--- config.mk ---
export PLATFORM = sky130hd
export DESIGN_NAME = dacms_top
export DESIGN_NICKNAME = d
export VERILOG_FILES = /design/src/dacms_pkg.sv /design/src/dacms_regfile.sv /design/src/dacms_strap_decode.sv /design/src/dacms_top.sv
export SDC_FILE = /design/constraint.sdc
export NUM_CORES = 1
export LEC_CHECK = 0
export ABC_AREA = 1
export BUFFER_PORTS_ARGS = -buffer_cell sky130_fd_sc_hd__buf_2
export CORE_MARGIN = 4
export CORE_UTILIZATION = 49
export CTS_BUF_LIST = sky130_fd_sc_hd__clkbuf_4 sky130_fd_sc_hd__clkbuf_8 sky130_fd_sc_hd__clkbuf_16
export DETAILED_ROUTE_END_ITERATION = 8
export PLACE_DENSITY_LB_ADDON = 0.3
export SYNTH_ARGS = -nofsm -noshare
export SYNTH_HDL_FRONTEND = slang
export SYNTH_SLANG_ARGS = --single-unit
--- constraint.sdc ---
create_clock -name ref_clk -period 1.5 [get_ports ref_clk]
set_input_delay 0.225 -clock ref_clk [delete_from_list [all_inputs] [get_ports ref_clk]]
set_output_delay 0.225 -clock ref_clk [all_outputs]
set_load 0.03 [all_outputs]
--- src/dacms_pkg.sv ---
// Overview of operation
// - with reset pin held high, serial pins act as static mode straps.
// - after reset, configure from strap levels sampled in the first cycle after reset is released.
// - while override is high the four config straps are ignored; only format comes from a register.
// - global power-down pin high forces power-down, else register bit rules in combined mode, clock/data straps in pin mode.
// - combined mode coarse gain from register only when override high, else 0 dB.
// - combined mode reference choice comes from the register bit, not pin.
// - combined mode patterns come from registers, not pins; power-down comes from registers or pins.
// - clock/data strap pair picks normal, sync, power-down or deskew.
// - select strap level picks reference source and coarse gain.
// - channel power-down pin high powers that channel's converter down.
// - channel strap levels apply after power-up in every mode, config straps unless override is high.
// - first config strap picks bit clock rate and wire count.
// - second config strap picks serialization factor and capture edge.
// - fourth config strap picks bit order and data format.
// - soft reset restores all register defaults and then clears itself.
package dacms_pkg;
  // four-level strap codes
  localparam logic [1:0] LVL_GND = 2'h0;
  localparam logic [1:0] LVL_3_8 = 2'h1;
  localparam logic [1:0] LVL_5_8 = 2'h2;
  localparam logic [1:0] LVL_FULL = 2'h3;
  // register offsets and field positions
  localparam logic [4:0] ADDR_GENERAL = 5'h00;
  localparam logic [4:0] ADDR_PATTERN = 5'h0a;
  localparam logic [4:0] ADDR_OVERRIDE = 5'h0d;
  localparam int SOFT_RESET_BIT = 10;
  localparam int REF_BIT = 6;
  localparam int PD_CHB_BIT = 3;
  localparam int PD_CHA_BIT = 2;
  localparam int PD_GLOBAL_BIT = 0;
  localparam int FORMAT_BIT = 9;
  localparam int PATTERN_HI = 7;
  localparam int PATTERN_LO = 5;
  localparam int OVERRIDE_BIT = 10;
  localparam int GAIN_BIT = 5;
  localparam int OVR_CFG_LO = 0;
  localparam int REG_COUNT = 32;
  localparam logic [10:0] REG_DEFAULT = 11'h000;
  // pattern field codes
  localparam logic [2:0] PAT_NORMAL = 3'h0;
  localparam logic [2:0] PAT_DESKEW = 3'h1;
  localparam logic [2:0] PAT_SYNC = 3'h2;

  typedef enum logic [1:0] {
    DACMS_MODE_NORMAL = 2'b00,
    DACMS_MODE_SYNC = 2'b01,
    DACMS_MODE_PDN = 2'b10,
    DACMS_MODE_DESKEW = 2'b11
  } dacms_pattern_t;

  typedef enum logic [1:0] {
    DACMS_ST_SAMPLE = 2'b00,
    DACMS_ST_RUN = 2'b01,
    DACMS_ST_CLEAR = 2'b10
  } dacms_state_t;

  typedef struct packed {
    logic [1:0] serial_select_pin;
    logic [1:0] serial_clock_pin;
    logic [1:0] serial_shift_data_pin;
    logic [1:0] interface_width_strap;
    logic [1:0] serialization_edge_strap;
    logic [1:0] reserved_strap;
    logic [1:0] bit_order_format_strap;
    logic channel_a_powerdown_pin;
    logic channel_b_powerdown_pin;
  } dacms_straps_t;

  typedef struct packed {
    logic two_wire;
    logic sdr_clock;
    logic ser_14x;
    logic rising_edge;
    logic lsb_first;
    logic offset_binary;
    logic internal_ref;
    logic gain_3p5db;
    logic global_pdn;
    logic chan_a_pdn;
    logic chan_b_pdn;
    dacms_pattern_t pattern;
  } dacms_cfg_t;
endpackage

--- src/dacms_regfile.sv ---
`timescale 1ns/1ns
`default_nettype none
// small register store; soft reset clears every word back to default
module dacms_regfile
  import dacms_pkg::*;
#(
  parameter int DEPTH = REG_COUNT
) (
  input wire logic ref_clk,
  input wire logic reset,
  input wire logic clear,
  input wire logic wr_en,
  input wire logic [4:0] wr_addr,
  input wire logic [10:0] wr_data,
  output logic [DEPTH*11-1:0] words
);
  logic [DEPTH*11-1:0] words_reg;
  logic [DEPTH*11-1:0] words_next;

  // one word per address, all held in flops so the decoder sees them at once
  always_comb begin
    words_next = words_reg;
    for (int i = 0; i < DEPTH; i++) begin
      if (clear) begin
        words_next[i*11 +: 11] = REG_DEFAULT;
      end else if (wr_en && wr_addr == 5'(i)) begin
        words_next[i*11 +: 11] = wr_data;
      end
    end
  end

  always_ff @(posedge ref_clk) begin
    if (reset) begin
      words_reg <= {DEPTH{REG_DEFAULT}};
    end else begin
      words_reg <= words_next;
    end
  end

  assign words = words_reg;
endmodule
`default_nettype wire

--- src/dacms_strap_decode.sv ---
`timescale 1ns/1ns
`default_nettype none
// pure pin-level decode of the captured straps
module dacms_strap_decode
  import dacms_pkg::*;
(
  input wire dacms_straps_t straps,
  output dacms_cfg_t cfg
);
  always_comb begin
    cfg = '0;
    // first strap: ground is ddr one-wire, 5/8 sdr two-wire, full ddr two-wire
    cfg.two_wire = (straps.interface_width_strap == LVL_5_8) ||
                   (straps.interface_width_strap == LVL_FULL);
    cfg.sdr_clock = (straps.interface_width_strap == LVL_5_8);
    // second strap: middle levels give 14x, upper half rising edge in two-wire sdr
    cfg.ser_14x = (straps.serialization_edge_strap == LVL_3_8) ||
                  (straps.serialization_edge_strap == LVL_5_8);
    cfg.rising_edge = straps.serialization_edge_strap[1] &&
                      cfg.two_wire && cfg.sdr_clock;
    // fourth strap: upper half lsb first, middle levels offset binary
    cfg.lsb_first = straps.bit_order_format_strap[1];
    cfg.offset_binary = (straps.bit_order_format_strap == LVL_3_8) ||
                        (straps.bit_order_format_strap == LVL_5_8);
    // select strap: upper half internal ref, middle levels 3.5 db
    cfg.internal_ref = straps.serial_select_pin[1];
    cfg.gain_3p5db = (straps.serial_select_pin == LVL_3_8) ||
                     (straps.serial_select_pin == LVL_5_8);
    // clock/data pair: high bit of each code stands for a logic high
    cfg.pattern = dacms_pattern_t'({straps.serial_clock_pin[1],
                                    straps.serial_shift_data_pin[1]});
    cfg.global_pdn = (cfg.pattern == DACMS_MODE_PDN);
    cfg.chan_a_pdn = straps.channel_a_powerdown_pin;
    cfg.chan_b_pdn = straps.channel_b_powerdown_pin;
  end
endmodule
`default_nettype wire

--- src/dacms_top.sv ---
`timescale 1ns/1ns
`default_nettype none
// mode selection between straps and serial registers
module dacms_top
  import dacms_pkg::*;
#(
  parameter int DEPTH = REG_COUNT
) (
  input wire logic ref_clk,
  input wire logic reset,
  input wire logic hw_reset_pin,
  input wire logic global_powerdown_pin,
  input wire dacms_straps_t straps_in,
  input wire logic reg_wr_en,
  input wire logic [4:0] reg_wr_addr,
  input wire logic [10:0] reg_wr_data,
  output dacms_cfg_t cfg_out,
  output logic pin_control_mode,
  output logic cfg_valid
);
  typedef struct packed {
    dacms_state_t state;
    dacms_straps_t straps;
    logic pin_mode;
    logic soft_clear;
    dacms_cfg_t cfg;
  } dacms_top_state_t;

  dacms_top_state_t st_reg;
  dacms_top_state_t st_next;
  dacms_cfg_t pin_cfg;
  logic [DEPTH*11-1:0] words;
  logic [10:0] w_general;
  logic [10:0] w_pattern;
  logic [10:0] w_override;
  logic reg_clear;
  logic wr_ok;

  // writes only count while the serial port is live (reset pin low)
  assign wr_ok = reg_wr_en && !hw_reset_pin && st_reg.state == DACMS_ST_RUN;
  // hardware reset pulse or self-clearing soft reset restores defaults
  assign reg_clear = st_reg.soft_clear || hw_reset_pin;

  dacms_regfile #(
    .DEPTH(DEPTH)
  ) u_regs (
    .ref_clk(ref_clk),
    .reset(reset),
    .clear(reg_clear),
    .wr_en(wr_ok),
    .wr_addr(reg_wr_addr),
    .wr_data(reg_wr_data),
    .words(words)
  );

  dacms_strap_decode u_dec (
    .straps(st_reg.straps),
    .cfg(pin_cfg)
  );

  assign w_general = words[ADDR_GENERAL*11 +: 11];
  assign w_pattern = words[ADDR_PATTERN*11 +: 11];
  assign w_override = words[ADDR_OVERRIDE*11 +: 11];

  // state update: capture straps once, then arbitrate continuously
  always_comb begin
    logic ovrd;
    logic [2:0] pat;
    ovrd = 1'b0;
    pat = 3'h0;
    st_next = st_reg;
    st_next.soft_clear = 1'b0;
    case (st_reg.state)
      DACMS_ST_SAMPLE: begin
        // straps latched once; later wiggles are ignored by design
        st_next.straps = straps_in;
        st_next.state = DACMS_ST_RUN;
      end
      DACMS_ST_RUN: begin
        // a soft reset write takes effect next cycle, then self-clears
        if (wr_ok && reg_wr_addr == ADDR_GENERAL &&
            reg_wr_data[SOFT_RESET_BIT]) begin
          st_next.soft_clear = 1'b1;
          st_next.state = DACMS_ST_CLEAR;
        end
      end
      DACMS_ST_CLEAR: begin
        st_next.state = DACMS_ST_RUN;
      end
      default: begin
        st_next.state = DACMS_ST_SAMPLE;
      end
    endcase
    // reset pin tied high means serial pins are straps
    st_next.pin_mode = hw_reset_pin;
    ovrd = w_override[OVERRIDE_BIT];
    pat = w_pattern[PATTERN_HI:PATTERN_LO];
    if (st_next.pin_mode) begin
      st_next.cfg = pin_cfg;
    end else begin
      // config straps unless override; tie-to-ground relies on the board
      st_next.cfg = pin_cfg;
      if (ovrd) begin
        // override: config fields from registers; only format is mapped
        st_next.cfg.offset_binary = !w_pattern[FORMAT_BIT];
        st_next.cfg.two_wire = 1'b1;
        st_next.cfg.sdr_clock = 1'b0;
        st_next.cfg.ser_14x = 1'b0;
        st_next.cfg.rising_edge = 1'b0;
        st_next.cfg.lsb_first = 1'b0;
        st_next.cfg.gain_3p5db = w_override[GAIN_BIT];
      end else begin
        st_next.cfg.gain_3p5db = 1'b0;
      end
      st_next.cfg.internal_ref = w_general[REF_BIT];
      // pattern field replaces the clock/data pin pair
      if (pat == PAT_SYNC) begin
        st_next.cfg.pattern = DACMS_MODE_SYNC;
      end else if (pat == PAT_DESKEW) begin
        st_next.cfg.pattern = DACMS_MODE_DESKEW;
      end else begin
        st_next.cfg.pattern = DACMS_MODE_NORMAL;
      end
      // channel pins stay live; register bits add to them
      st_next.cfg.chan_a_pdn = pin_cfg.chan_a_pdn || w_general[PD_CHA_BIT];
      st_next.cfg.chan_b_pdn = pin_cfg.chan_b_pdn || w_general[PD_CHB_BIT];
      st_next.cfg.global_pdn = w_general[PD_GLOBAL_BIT];
    end
    // pdn pin high always wins over the register bit
    if (global_powerdown_pin) begin
      st_next.cfg.global_pdn = 1'b1;
    end
  end

  always_ff @(posedge ref_clk) begin
    if (reset) begin
      st_reg <= '0;
    end else begin
      st_reg <= st_next;
    end
  end

  assign cfg_out = st_reg.cfg;
  assign pin_control_mode = st_reg.pin_mode;
  // valid once straps have been captured, one cycle before the settings reflect them
  assign cfg_valid = st_reg.state != DACMS_ST_SAMPLE;
endmodule
`default_nettype wire

# Yosys cells after proc, flatten, opt, wreduce, memory -nomap -nowiden
# Index checks and enable logic that the tools add are counted.
[word_totals]
reg_bits = 59
output_inout_bits = 15
word_cells = 75
in_bits = 37
[classes]
eq_ne = 16
n_bitwise = 1
muxes = 9
n_reduce_logical = 23
[op_table]
columns = ["operator", "count"]
rows = [
  ["2-bit == test, second input constant", 7],
  ["13-bit 2-to-1 mux", 1],
  ["5-bit by 4-bit == test with 1-bit output, second input constant", 2],
  ["2-bit by 1-bit == test with 1-bit output, second input constant", 4],
  ["1-bit logical AND", 8],
  ["1-bit logical OR", 7],
  ["2-bit 2-to-1 mux", 3],
  ["6-bit 2-to-1 mux", 1],
  ["2-bit OR reduction", 3],
  ["5-bit zero test", 1],
  ["2-bit one-hot mux with 2 select lines", 1],
  ["3-bit by 1-bit == test with 1-bit output, second input constant", 1],
  ["3-bit by 2-bit == test with 1-bit output, second input constant", 1],
  ["1-bit 2-to-1 mux", 3],
  ["1-bit zero test", 2],
  ["2-bit zero test", 1],
  ["2-bit by 1-bit != test with 1-bit output, second input constant", 1],
  ["2-bit nonzero test", 1],
  ["1-bit inverter", 1],
]

# Logic depth before layout (Yosys ltp)
# Gate-level depths: netlist of run 1.
[depth]
ltp_word = 7
depth_mapped = 7
mapped_depth_nobuf = 7

# Cells and area by module
# A second synthesis of run 1 with hierarchy kept.
[unflattened]
cells_unflattened = 2658
area_unflattened_um2 = 16793.6
[modules_own_cells]
columns = ["mod", "seq_area_each_um2", "area_per_inst_um2", "instances", "cells_each"]
rows = [
  ["dacms_regfile", 7046.8, 15414.8, 1, 2473],
  ["dacms_top", 660.6, 1248.7, 1, 157],
  ["dacms_strap_decode", 0.0, 130.1, 1, 28],
]

# Worst setup path before layout of run 1
# No wires, ideal clock.
[synth_path]
path_kind = "reg2reg"
startpoint = "register st_reg[31] (netlist bit)"
endpoint = "register st_reg[15] (netlist bit)"
synth_period_minus_slack_ps = 1204
required_time_ps = 1357
setup_ps = 143
stages_incl_launch_ff = 5
n_path_buf = 1
slack_ps = 296
t_arrival_ps = 1060
cell_sequence = "dfxtp_1 > nor2_1 > inv_1 > clkbuf_1 > a21oi_1"
[synth_between]
elab_chain_len = 1
[synth_lines]
columns = ["element", "line", "text"]
rows = [
  ["from (decl)", "dacms_top.sv:29", "dacms_top_state_t st_reg;"],
  ["from (signal assigned)", "dacms_top.sv:139", "st_reg <= st_next;"],
  ["2-bit zero test", "dacms_top.sv:73", "case (st_reg.state)"],
]
# Every way passes these cells.
# A chain may end at the register's enable or synchronous reset.

# Worst setup path in the final report of run 1
[layout_path]
startpoint = "register st_reg[31] (netlist bit)"
endpoint = "output cfg_valid"
[layout_between]
elab_chain_len = 1
[layout_lines]
columns = ["element", "line", "text"]
rows = [
  ["2-bit nonzero test", "dacms_top.sv:146", "assign cfg_valid = st_reg.state != DACMS_ST_SAMPLE;"],
  ["to (decl)", "dacms_top.sv:19", "output logic cfg_valid"],
]
# Every way passes these cells.

==> results of run 1 <==
cell type report:
class / count / share of cell area, %
inverter: 27 / 5.660
sequential: 39 / 42.05
multi-input combinational: 121 / 32.61
tap: 44 / 2.965
clock buffer: 5 / 2.022
clock inverter: 3 / 0.8086
timing repair buffer: 49 / 13.88
synthesized netlist by cell type:
library cell | instances | area, um^2
dfxtp_1 | 39 | 780.8
nand2_1 | 28 | 105.1
nor2_1 | 28 | 105.1
inv_1 | 24 | 90.09
a21oi_1 | 22 | 110.1
o21ai_0 | 17 | 85.08
buf_4 | 13 | 97.59
nand3_1 | 7 | 35.03
clkbuf_1 | 4 | 15.01
nor3_1 | 4 | 20.02
nand4_1 | 3 | 18.77
nor2_2 | 3 | 18.77
nand2_4 | 2 | 22.52
a211oi_1 | 1 | 7.510
a31oi_1 | 1 | 6.260
clkinv_2 | 1 | 5.000
inv_2 | 1 | 3.750
inv_4 | 1 | 6.260
nand3_4 | 1 | 17.52
nor2_8 | 1 | 20.02
nor3_4 | 1 | 16.27
nor4_1 | 1 | 6.260
xnor2_1 | 1 | 8.760
routing by layer:
metal | vias to the layer above | routed length [um] | track usage (%)
met5 | - | 0 | 0
met4 | 0 | 54 | 6.218
met3 | 6 | 157 | 4.444
met2 | 30 | 1404 | 23.51
met1 | 574 | 1323 | 19.55
li1 | 714 | - | -
logic make-up after synthesis:
logic type      synth area share (%)
buf+inv                        13.59
flops                          48.75
simple gates                   24.06
compound gates                 13.05
xor+xnor                      0.5470
worst paths after layout:
| kind | start | end | depth (start not counted) |
|---|---|---|---|
| max | st_reg[31] | cfg_valid | 3 |
| min | straps_in[6] | st_reg[21] | 3 |
| max reg2reg | st_reg[31] | u_regs.words[117] | 5 |
| min reg2reg | st_reg[15] | st_reg[15] | 2 |
power by group through the flow:
stage               combinational, uW  clock [uW]  sequential [uW]
global route                      265         584             1100
CTS                               238         514             1090
floorplan                         163           0             1120
global placement                  235           0             1120
finish                            236         498             1090
detailed placement                238           0             1120
worst min-delay path, cell delays in order:
cell    delay (ns)
buf_2         0.07
nor2_1        0.03
nor2_1        0.08
per-stage QoR:
| stage | hold WS [ns] | util, % |
|---|---|---|
| after detailed placement | 0.4464 | 58.54 |
| after global placement | 0.4410 | 58.54 |
| final | 0.1118 | 60.33 |
| after global routing | 0.09101 | 60.33 |
| after CTS | 0.1042 | 60.24 |
| after floorplan | 0.3035 | - |
timing repair:
| action | CTS | global route |
|---|---|---|
| gates resized for setup | 0 | 1 |
| setup endpoints to repair | 0 | 1 |
| endpoints found under the hold margin | 0 | 0 |
==> flow_summary.yaml, run 1 <==
setup_path:
  cp_slowest_stage_delay_ns: 0.38
  worst_setup_path_start_kind: "flop"
  cpLargestDelayFamily: "flip-flops"
  arrival_ns: 1.12
  cp_slowest_cell: "dfxtp_1"
  required_ns: 1.27
  critical_path.endpoint_type: "output port"
  crit_path_max_fanout: 5
  setup.worst_path.class: "flop to output port"
  cp_cell_sequence: "nor2_2 -> inv_1 -> buf_2"
  r2r_slack_ns: 0.35
  crit_buf_inv: 2
routing:
  post_drt_wl_per_cell_um: 10.21
  antenna_left: 0
  vias_per_cell: 4.597
  firstDrtPassIters: 4
  detail_route.wirelength_um: 2940
  via_count: 1324
  total_drc_errors_in_the_routed_layout: 0
  drt_first_iter_violations: 59
floorplan:
  die_area_um2: 4247
  num_rows: 20
  core_area_um2: 3078
  dieWidth_um: 65.17
  boundaryPins: 52
  start_util_pct: 52.03
  floorplan.die.height_um: 65.17
clocking:
  cts_max_level: 2
  ctsRootBufferMaster: "clkbuf_4"
  clock_tree.buffer_depth: 2
  clock-sinks: 39
  cts-buffers-inserted: 5
  cts_hold_buffers: 0
  cts_post_setup_buffers_inserted: 0
  clkSlewWorstSetupHoldPaths_ns: 0.11
  tritoncts: "done"
  clk_latency_ns: 0.33
timing:
  hold_viol: 0
  maxClockFrequency_ghz: 0.7412
  fin_crit_ns: 1.349
  worst_slew_pin_slew_ns: 0.2403
  maxSlewHeadroom_pct: 83.83
  grt_setup_unrepaired: "false"
  worst_clock_skew_ns: 0.006615
  final_min_period_over_clock_period_pct: 89.94
  number_of_max_slew_violations_in_the_final_report: 0
  fin_ws_ns: 0.1509
  timing.setup.tns_ns: 0
  final_setup_violating_endpoints: 0
global_route:
  grt_pass1_wl_um: 4954
  grt-ovfl-total: 0
  grt_util_all_layers_pct: 15.12
  grt_start_max_net_pins: 16
  grt_antenna_before_repair: 0
  vias_in_the_first_global_route: 1127
pwr:
  swShare_pct: 26.76
  power.internal_uw: 1339
  net_switching_power_of_the_design_uw: 489.0
  pwr-share-comb_pct: 12.9
  power.density_cell_area_nw_per_um2: 984.3
  design_power_total_uw: 1828
  power.sequential.fraction_pct: 59.8
  share_clk_of_total_power_pct: 27.3
  ir_drop_mv: 0.4350
  power.static_leakage_uw: 0.0008893
cells_and_area:
  layout-drive-gt1-share_pct: 28.28
  multi_input_comb_area_um2: 605.6
  antenna_cells: 0
  areaGrowthSynthToFinish_pct: 15.94
  fin_area_um2: 1857
  register_area_um2: 780.7
  final_cell_mix: "buf_2 (44), dfxtp_1 (39), nand2_1 (28)"
  layout.nets: 280
  layout.cells.non_filler: 288
  fillers: 313
  largest_register_ffs: 15
  leading_cell_type_in_the_layout_fill_and_taps_excluded: "buf_2"
placement:
  port_buffers: 44
  placedInstanceArea_um2: 1802
  dp.final_hpwl_um: 2279
  placedCellCount: 280
  dp_slack_ns: 0.3290
  globalplace.congestion: 0.8038
status:
  status: "finished, final reports clean"
synthesis:
  netlist_area_um2: 1602
  synth.avg_cell_area_um2: 7.851
  synth.yosys.warnings: 0
  netlist_instances: 204
  synth_fp_nets: 241
  post_synth_num_cell_types: 23
  synth_seq_area_share_pct: 48.75
  number_of_storage_elements_in_the_synthesis_netlist: 39
hold_path:
  min_path_type: "primary input to flop"
job:
  cap_viol_max_count: 0
(Power assumes the default switching activity.)
==> run 2, diff against run 1 <==
--- a/config.mk
+++ b/config.mk
@@ -8,7 +8,7 @@
 export ABC_AREA = 1
 export BUFFER_PORTS_ARGS = -buffer_cell sky130_fd_sc_hd__buf_2
 export CORE_MARGIN = 4
-export CORE_UTILIZATION = 49
+export CORE_UTILIZATION = 52
 export CTS_BUF_LIST = sky130_fd_sc_hd__clkbuf_4 sky130_fd_sc_hd__clkbuf_8 sky130_fd_sc_hd__clkbuf_16
 export DETAILED_ROUTE_END_ITERATION = 8
 export PLACE_DENSITY_LB_ADDON = 0.3
==> constraint.sdc (replaced) <==
create_clock -name ref_clk -period 1.8 [get_ports ref_clk]
set_input_delay 0.27 -clock ref_clk [delete_from_list [all_inputs] [get_ports ref_clk]]
set_output_delay 0.27 -clock ref_clk [all_outputs]
set_load 0.03 [all_outputs]
==> flow_summary.yaml, run 2 (synthesized netlist as in run 1, its figures left out) <==
setup_path:
  critical_path.endpoint_type: "output port"
  required_ns: 1.53
  setup.worst_path.class: "flop to output port"
  r2r_slack_ns: 0.54
  startpoint: "st_reg[32]"
  worst_setup_path_start_kind: "flop"
  arrival_ns: 1.28
  crit_path_max_fanout: 10
  worstReg2RegStart: "st_reg[32]"
  r2r-end: "st_reg[22]"
  worst_r2r_path_depth: 5
  critPathCapture: "cfg_valid"
cells_and_area:
  layout.nets: 277
  fillers: 259
  final_cell_mix: "buf_2 (44), dfxtp_1 (39), nor2_1 (28), nand2_1 (28), inv_1 (24)"
  areaGrowthSynthToFinish_pct: 16.64
  leading_cell_type_in_the_layout_fill_and_taps_excluded: "buf_2"
  layout-drive-gt1-share_pct: 26.97
  antenna_cells: 0
  largest_register_ffs: 15
clocking:
  cts_max_level: 2
  ctsRootBufferMaster: "clkbuf_4"
  cts.repair.resized: 0
  clock-sinks: 39
  clk_latency_ns: 0.34
  cts_post_setup_buffers_inserted: 0
  cts-buffers-inserted: 5
  cts_hold_buffers: 0
  clock_tree.buffer_depth: 2
  tritoncts: "done"
  clkSlewWorstSetupHoldPaths_ns: 0.11
job:
  cap_viol_max_count: 0
status:
  status: "finished, final reports clean"
routing:
  antenna_left: 0
  total_drc_errors_in_the_routed_layout: 0
  post_drt_wl_per_cell_um: 11.64
  firstDrtPassIters: 4
  via_count: 1354
  drt_first_iter_violations: 60
  detail_route.wirelength_um: 3166
  vias_per_cell: 4.978
floorplan:
  boundaryPins: 52
  dieWidth_um: 63.50
  core_area_um2: 2853
  die_area_um2: 4032
  start_util_pct: 56.14
  num_rows: 19
  floorplan.die.height_um: 63.50
global_route:
  grt_antenna_before_repair: 0
  grt-ovfl-total: 0
  vias_in_the_first_global_route: 1218
  grt_start_max_net_pins: 16
  grt_pass1_wl_um: 5313
  grt_util_all_layers_pct: 17.18
timing:
  fin_crit_ns: 1.554
  grt_setup_unrepaired: "false"
  hold_viol: 0
  worst_clock_skew_ns: 0.008250
  holdWs_ns: 0.1543
  number_of_max_slew_violations_in_the_final_report: 0
  fin_ws_ns: 0.2459
  timing.setup.tns_ns: 0
  final_setup_violating_endpoints: 0
  maxClockFrequency_ghz: 0.6435
  worst_slew_pin_slew_ns: 0.2758
  maxSlewHeadroom_pct: 81.44
  final_min_period_over_clock_period_pct: 86.34
pwr:
  ir_drop_mv: 0.5864
  power.static_leakage_uw: 0.0008958
  power.density_cell_area_nw_per_um2: 979.1
placement:
  port_buffers: 44
  globalplace.congestion: 0.8083
  dp.final_hpwl_um: 2405
  dp_slack_ns: 0.5404
hold_path:
  min_path_type: "primary input to flop"
[run 2: worst min-delay path by stage]
stage                    from                end  slack, ns  cells after the start
6_report       reg_wr_data[7]  u_regs.words[117]       0.15                      3
5_1_grt        reg_wr_data[0]    u_regs.words[0]       0.14                      3
4_1_cts        reg_wr_data[7]  u_regs.words[117]       0.14                      3
3_5_place_dp       st_reg[23]         st_reg[23]       0.45                      2
3_3_place_gp       st_reg[23]         st_reg[23]       0.44                      2
2_1_floorplan           reset         cfg_out[6]       0.35                      1
[run 2: per-layer routing]
| layer | track usage, % | wire length, um | vias to the layer above |
|---|---|---|---|
| li1 | - | - | 713 |
| met1 | 20.88 | 1340 | 591 |
| met2 | 27.25 | 1504 | 46 |
| met3 | 6.217 | 275 | 4 |
| met4 | 7.278 | 46 | 0 |
| met5 | 0 | 0 | - |
[run 2: power by group]
part           leakage [uW]  internal, uW  total (uW)  switching [uW]
registers          0.000320           898         911            13.2
clock network     0.0000559           449         725             276
logic              0.000520          67.4         193             125
total              0.000896          1410        1830             415
[run 2: critical path: stages, from the launching register on]
cell and delay [ns]:
dfxtp_1 0.33, nor2_1 0.20, inv_1 0.19, buf_2 0.22
[run 2: area by class of cell]
| cell class | count | area (um^2) | area share (%) |
|---|---|---|---|
| repair buffers | 46 | 235.2 | 12.59 |
| multi-input cells | 121 | 603.1 | 32.28 |
| clock buffers | 6 | 45.04 | 2.411 |
| inverters | 27 | 105.1 | 5.626 |
| flip-flops and latches | 39 | 780.7 | 41.80 |
| well taps | 31 | 38.79 | 2.076 |
| clock inverters | 2 | 60.06 | 3.215 |
[run 2: stage by stage]
stage,total power [uW],util (%),instance area [um^2],cells
final,1829,65.48,1868,272
after global routing,1908,65.48,1868,272
after floorplan,1067,-,1602,204
after detailed placement,1124,61.80,1763,264
after CTS,1841,65.48,1868,272
after global placement,1121,61.80,1763,264
==> run 3, diff against run 2 <==
--- a/config.mk
+++ b/config.mk
@@ -12,6 +12,8 @@
 export CTS_BUF_LIST = sky130_fd_sc_hd__clkbuf_4 sky130_fd_sc_hd__clkbuf_8 sky130_fd_sc_hd__clkbuf_16
 export DETAILED_ROUTE_END_ITERATION = 8
 export PLACE_DENSITY_LB_ADDON = 0.3
+export SLEW_MARGIN = 20
 export SYNTH_ARGS = -nofsm -noshare
 export SYNTH_HDL_FRONTEND = slang
+export SYNTH_HIERARCHICAL = 1
 export SYNTH_SLANG_ARGS = --single-unit
==> flow_summary.yaml, run 3 <==
status:
  status: "finished, final reports clean"
cells_and_area:
  fillers: 363
  antenna_cells: 0
  areaGrowthSynthToFinish_pct: 2.990
  layout.cells.non_filler: 334
  final_cell_mix: "nor2_1 (67), nand2_1 (44), buf_2 (44)"
  layout-drive-gt1-share_pct: 21.88
  layout.nets: 325
  leading_cell_type_in_the_layout_fill_and_taps_excluded: "nor2_1"
  largest_register_ffs: 15
routing:
  drt_first_iter_violations: 108
  antenna_left: 0
  post_drt_wl_per_cell_um: 9.671
  detail_route.wirelength_um: 3230
  firstDrtPassIters: 5
  vias_per_cell: 4.401
  via_count: 1470
  total_drc_errors_in_the_routed_layout: 0
pwr:
  share_clk_of_total_power_pct: 29.0
  power.static_leakage_uw: 0.001012
  power.internal_uw: 1152
  net_switching_power_of_the_design_uw: 418.9
  power.density_cell_area_nw_per_um2: 809.7
  swShare_pct: 26.67
  pwr-share-comb_pct: 12.7
  power.sequential.fraction_pct: 58.3
  ir_drop_mv: 0.4615
setup_path:
  startpoint: "st_reg[32]"
  arrival_ns: 1.37
  r2r-end: "u_regs/words[6]"
  worst_setup_path_start_kind: "flop"
  critPathCapture: "cfg_valid"
  required_ns: 1.53
  r2r_slack_ns: 0.35
  worst_r2r_path_depth: 9
  critical_path.endpoint_type: "output port"
  crit_path_max_fanout: 13
  setup.worst_path.class: "flop to output port"
  worstReg2RegStart: "st_reg[31]"
synthesis:
  synth.yosys.warnings: 6
  netlist_instances: 288
  netlist_area_um2: 1883
  synth.avg_cell_area_um2: 6.538
  synth_fp_nets: 325
placement:
  placedCellCount: 327
  port_buffers: 44
  globalplace.congestion: 0.7801
  dp.final_hpwl_um: 2459
floorplan:
  num_rows: 21
  die_area_um2: 4648
  start_util_pct: 55.13
  dieWidth_um: 68.18
  floorplan.die.height_um: 68.18
  core_area_um2: 3416
  boundaryPins: 52
global_route:
  grt_util_all_layers_pct: 15.40
  vias_in_the_first_global_route: 1291
  grt_antenna_before_repair: 0
  grt_pass1_wl_um: 5313
  grt_start_max_net_pins: 20
  grt-ovfl-total: 0
clocking:
  clkSlewWorstSetupHoldPaths_ns: 0.12
  clock_tree.buffer_depth: 2
  ctsRootBufferMaster: "clkbuf_4"
  cts_max_level: 2
  cts_hold_buffers: 0
  clock-sinks: 39
  cts-buffers-inserted: 5
  tritoncts: "done"
  clk_latency_ns: 0.35
timing:
  worst_slew_pin_slew_ns: 0.4692
  hold_viol: 0
  maxClockFrequency_ghz: 0.6098
  grt_setup_unrepaired: "false"
  final_setup_violating_endpoints: 0
  timing.setup.tns_ns: 0
  number_of_max_slew_violations_in_the_final_report: 0
  holdWs_ns: 0.1418
  final_min_period_over_clock_period_pct: 91.10
  worst_clock_skew_ns: 0.01799
  fin_crit_ns: 1.640
  maxSlewHeadroom_pct: 68.69
job:
  cap_viol_max_count: 0
hold_path:
  min_path_type: "primary input to flop"
==> run 3: through the flow <==
step           setup WS [ns]  instance area, um^2  utilization (%)  power [uW]
2_1_floorplan         0.4491                 1883                -        1109
3_3_place_gp          0.1506                 1876            54.91        1130
3_5_place_dp          0.1410                 1876            54.91        1134
4_1_cts               0.1341                 1932            56.56        1573
5_1_grt              0.05981                 1939            56.78        1640
6_report              0.1602                 1939            56.78        1570
==> run 3: how the worst min path moves through the flow <==
stage,startpoint,to,slack (ns),cells after the start
floorplan,straps_in[8],st_reg[23],0.40,2
global placement,u_regs/words[119],cfg_out[7],0.45,1
detailed placement,u_regs/words[119],cfg_out[7],0.46,1
CTS,straps_in[6],st_reg[21],0.14,3
global route,reg_wr_data[3],u_regs/words[3],0.14,3
finish,straps_in[0],st_reg[15],0.14,3
==> run 3: layer usage <==
layer | wire length (um) | GRT usage (%) | vias up
met3 | 211 | 4.926 | 7
met2 | 1408 | 24.19 | 37
met4 | 62 | 6.700 | 0
li1 | - | - | 811
met5 | 0 | 0 | -
met1 | 1547 | 19.25 | 615
==> run 3: area by class of cell <==
cell class / instances / area [um^2] / share of cell area, %
Sequential cell: 39 / 780.7 / 40.26
Multi-Input combinational cell: 153 / 648.1 / 33.42
Timing Repair Buffer: 46 / 235.2 / 12.13
Inverter: 43 / 161.4 / 8.323
Tap cell: 46 / 57.56 / 2.968
Clock buffer: 6 / 51.30 / 2.645
Clock inverter: 1 / 5.005 / 0.2581
==> run 3: repair_timing <==
item / CTS / global route
endpoints found under the setup margin: 0 / 4
gates resized for setup: 0 / 2
buffers inserted: 0 / 0
==> run 3: critical path, stage by stage (launching register included) <==
cell	delay (ns)
dfxtp_1	0.36
nor2_4	0.27
inv_2	0.18
buf_2	0.22
==> run 3: power by group through the flow <==
stage	combinational [uW]	clock [uW]	sequential (uW)
final	199	456	916
after global routing	226	493	921
after global placement	195	0	935
after floorplan	174	0	935
after CTS	199	458	916
after detailed placement	198	0	936
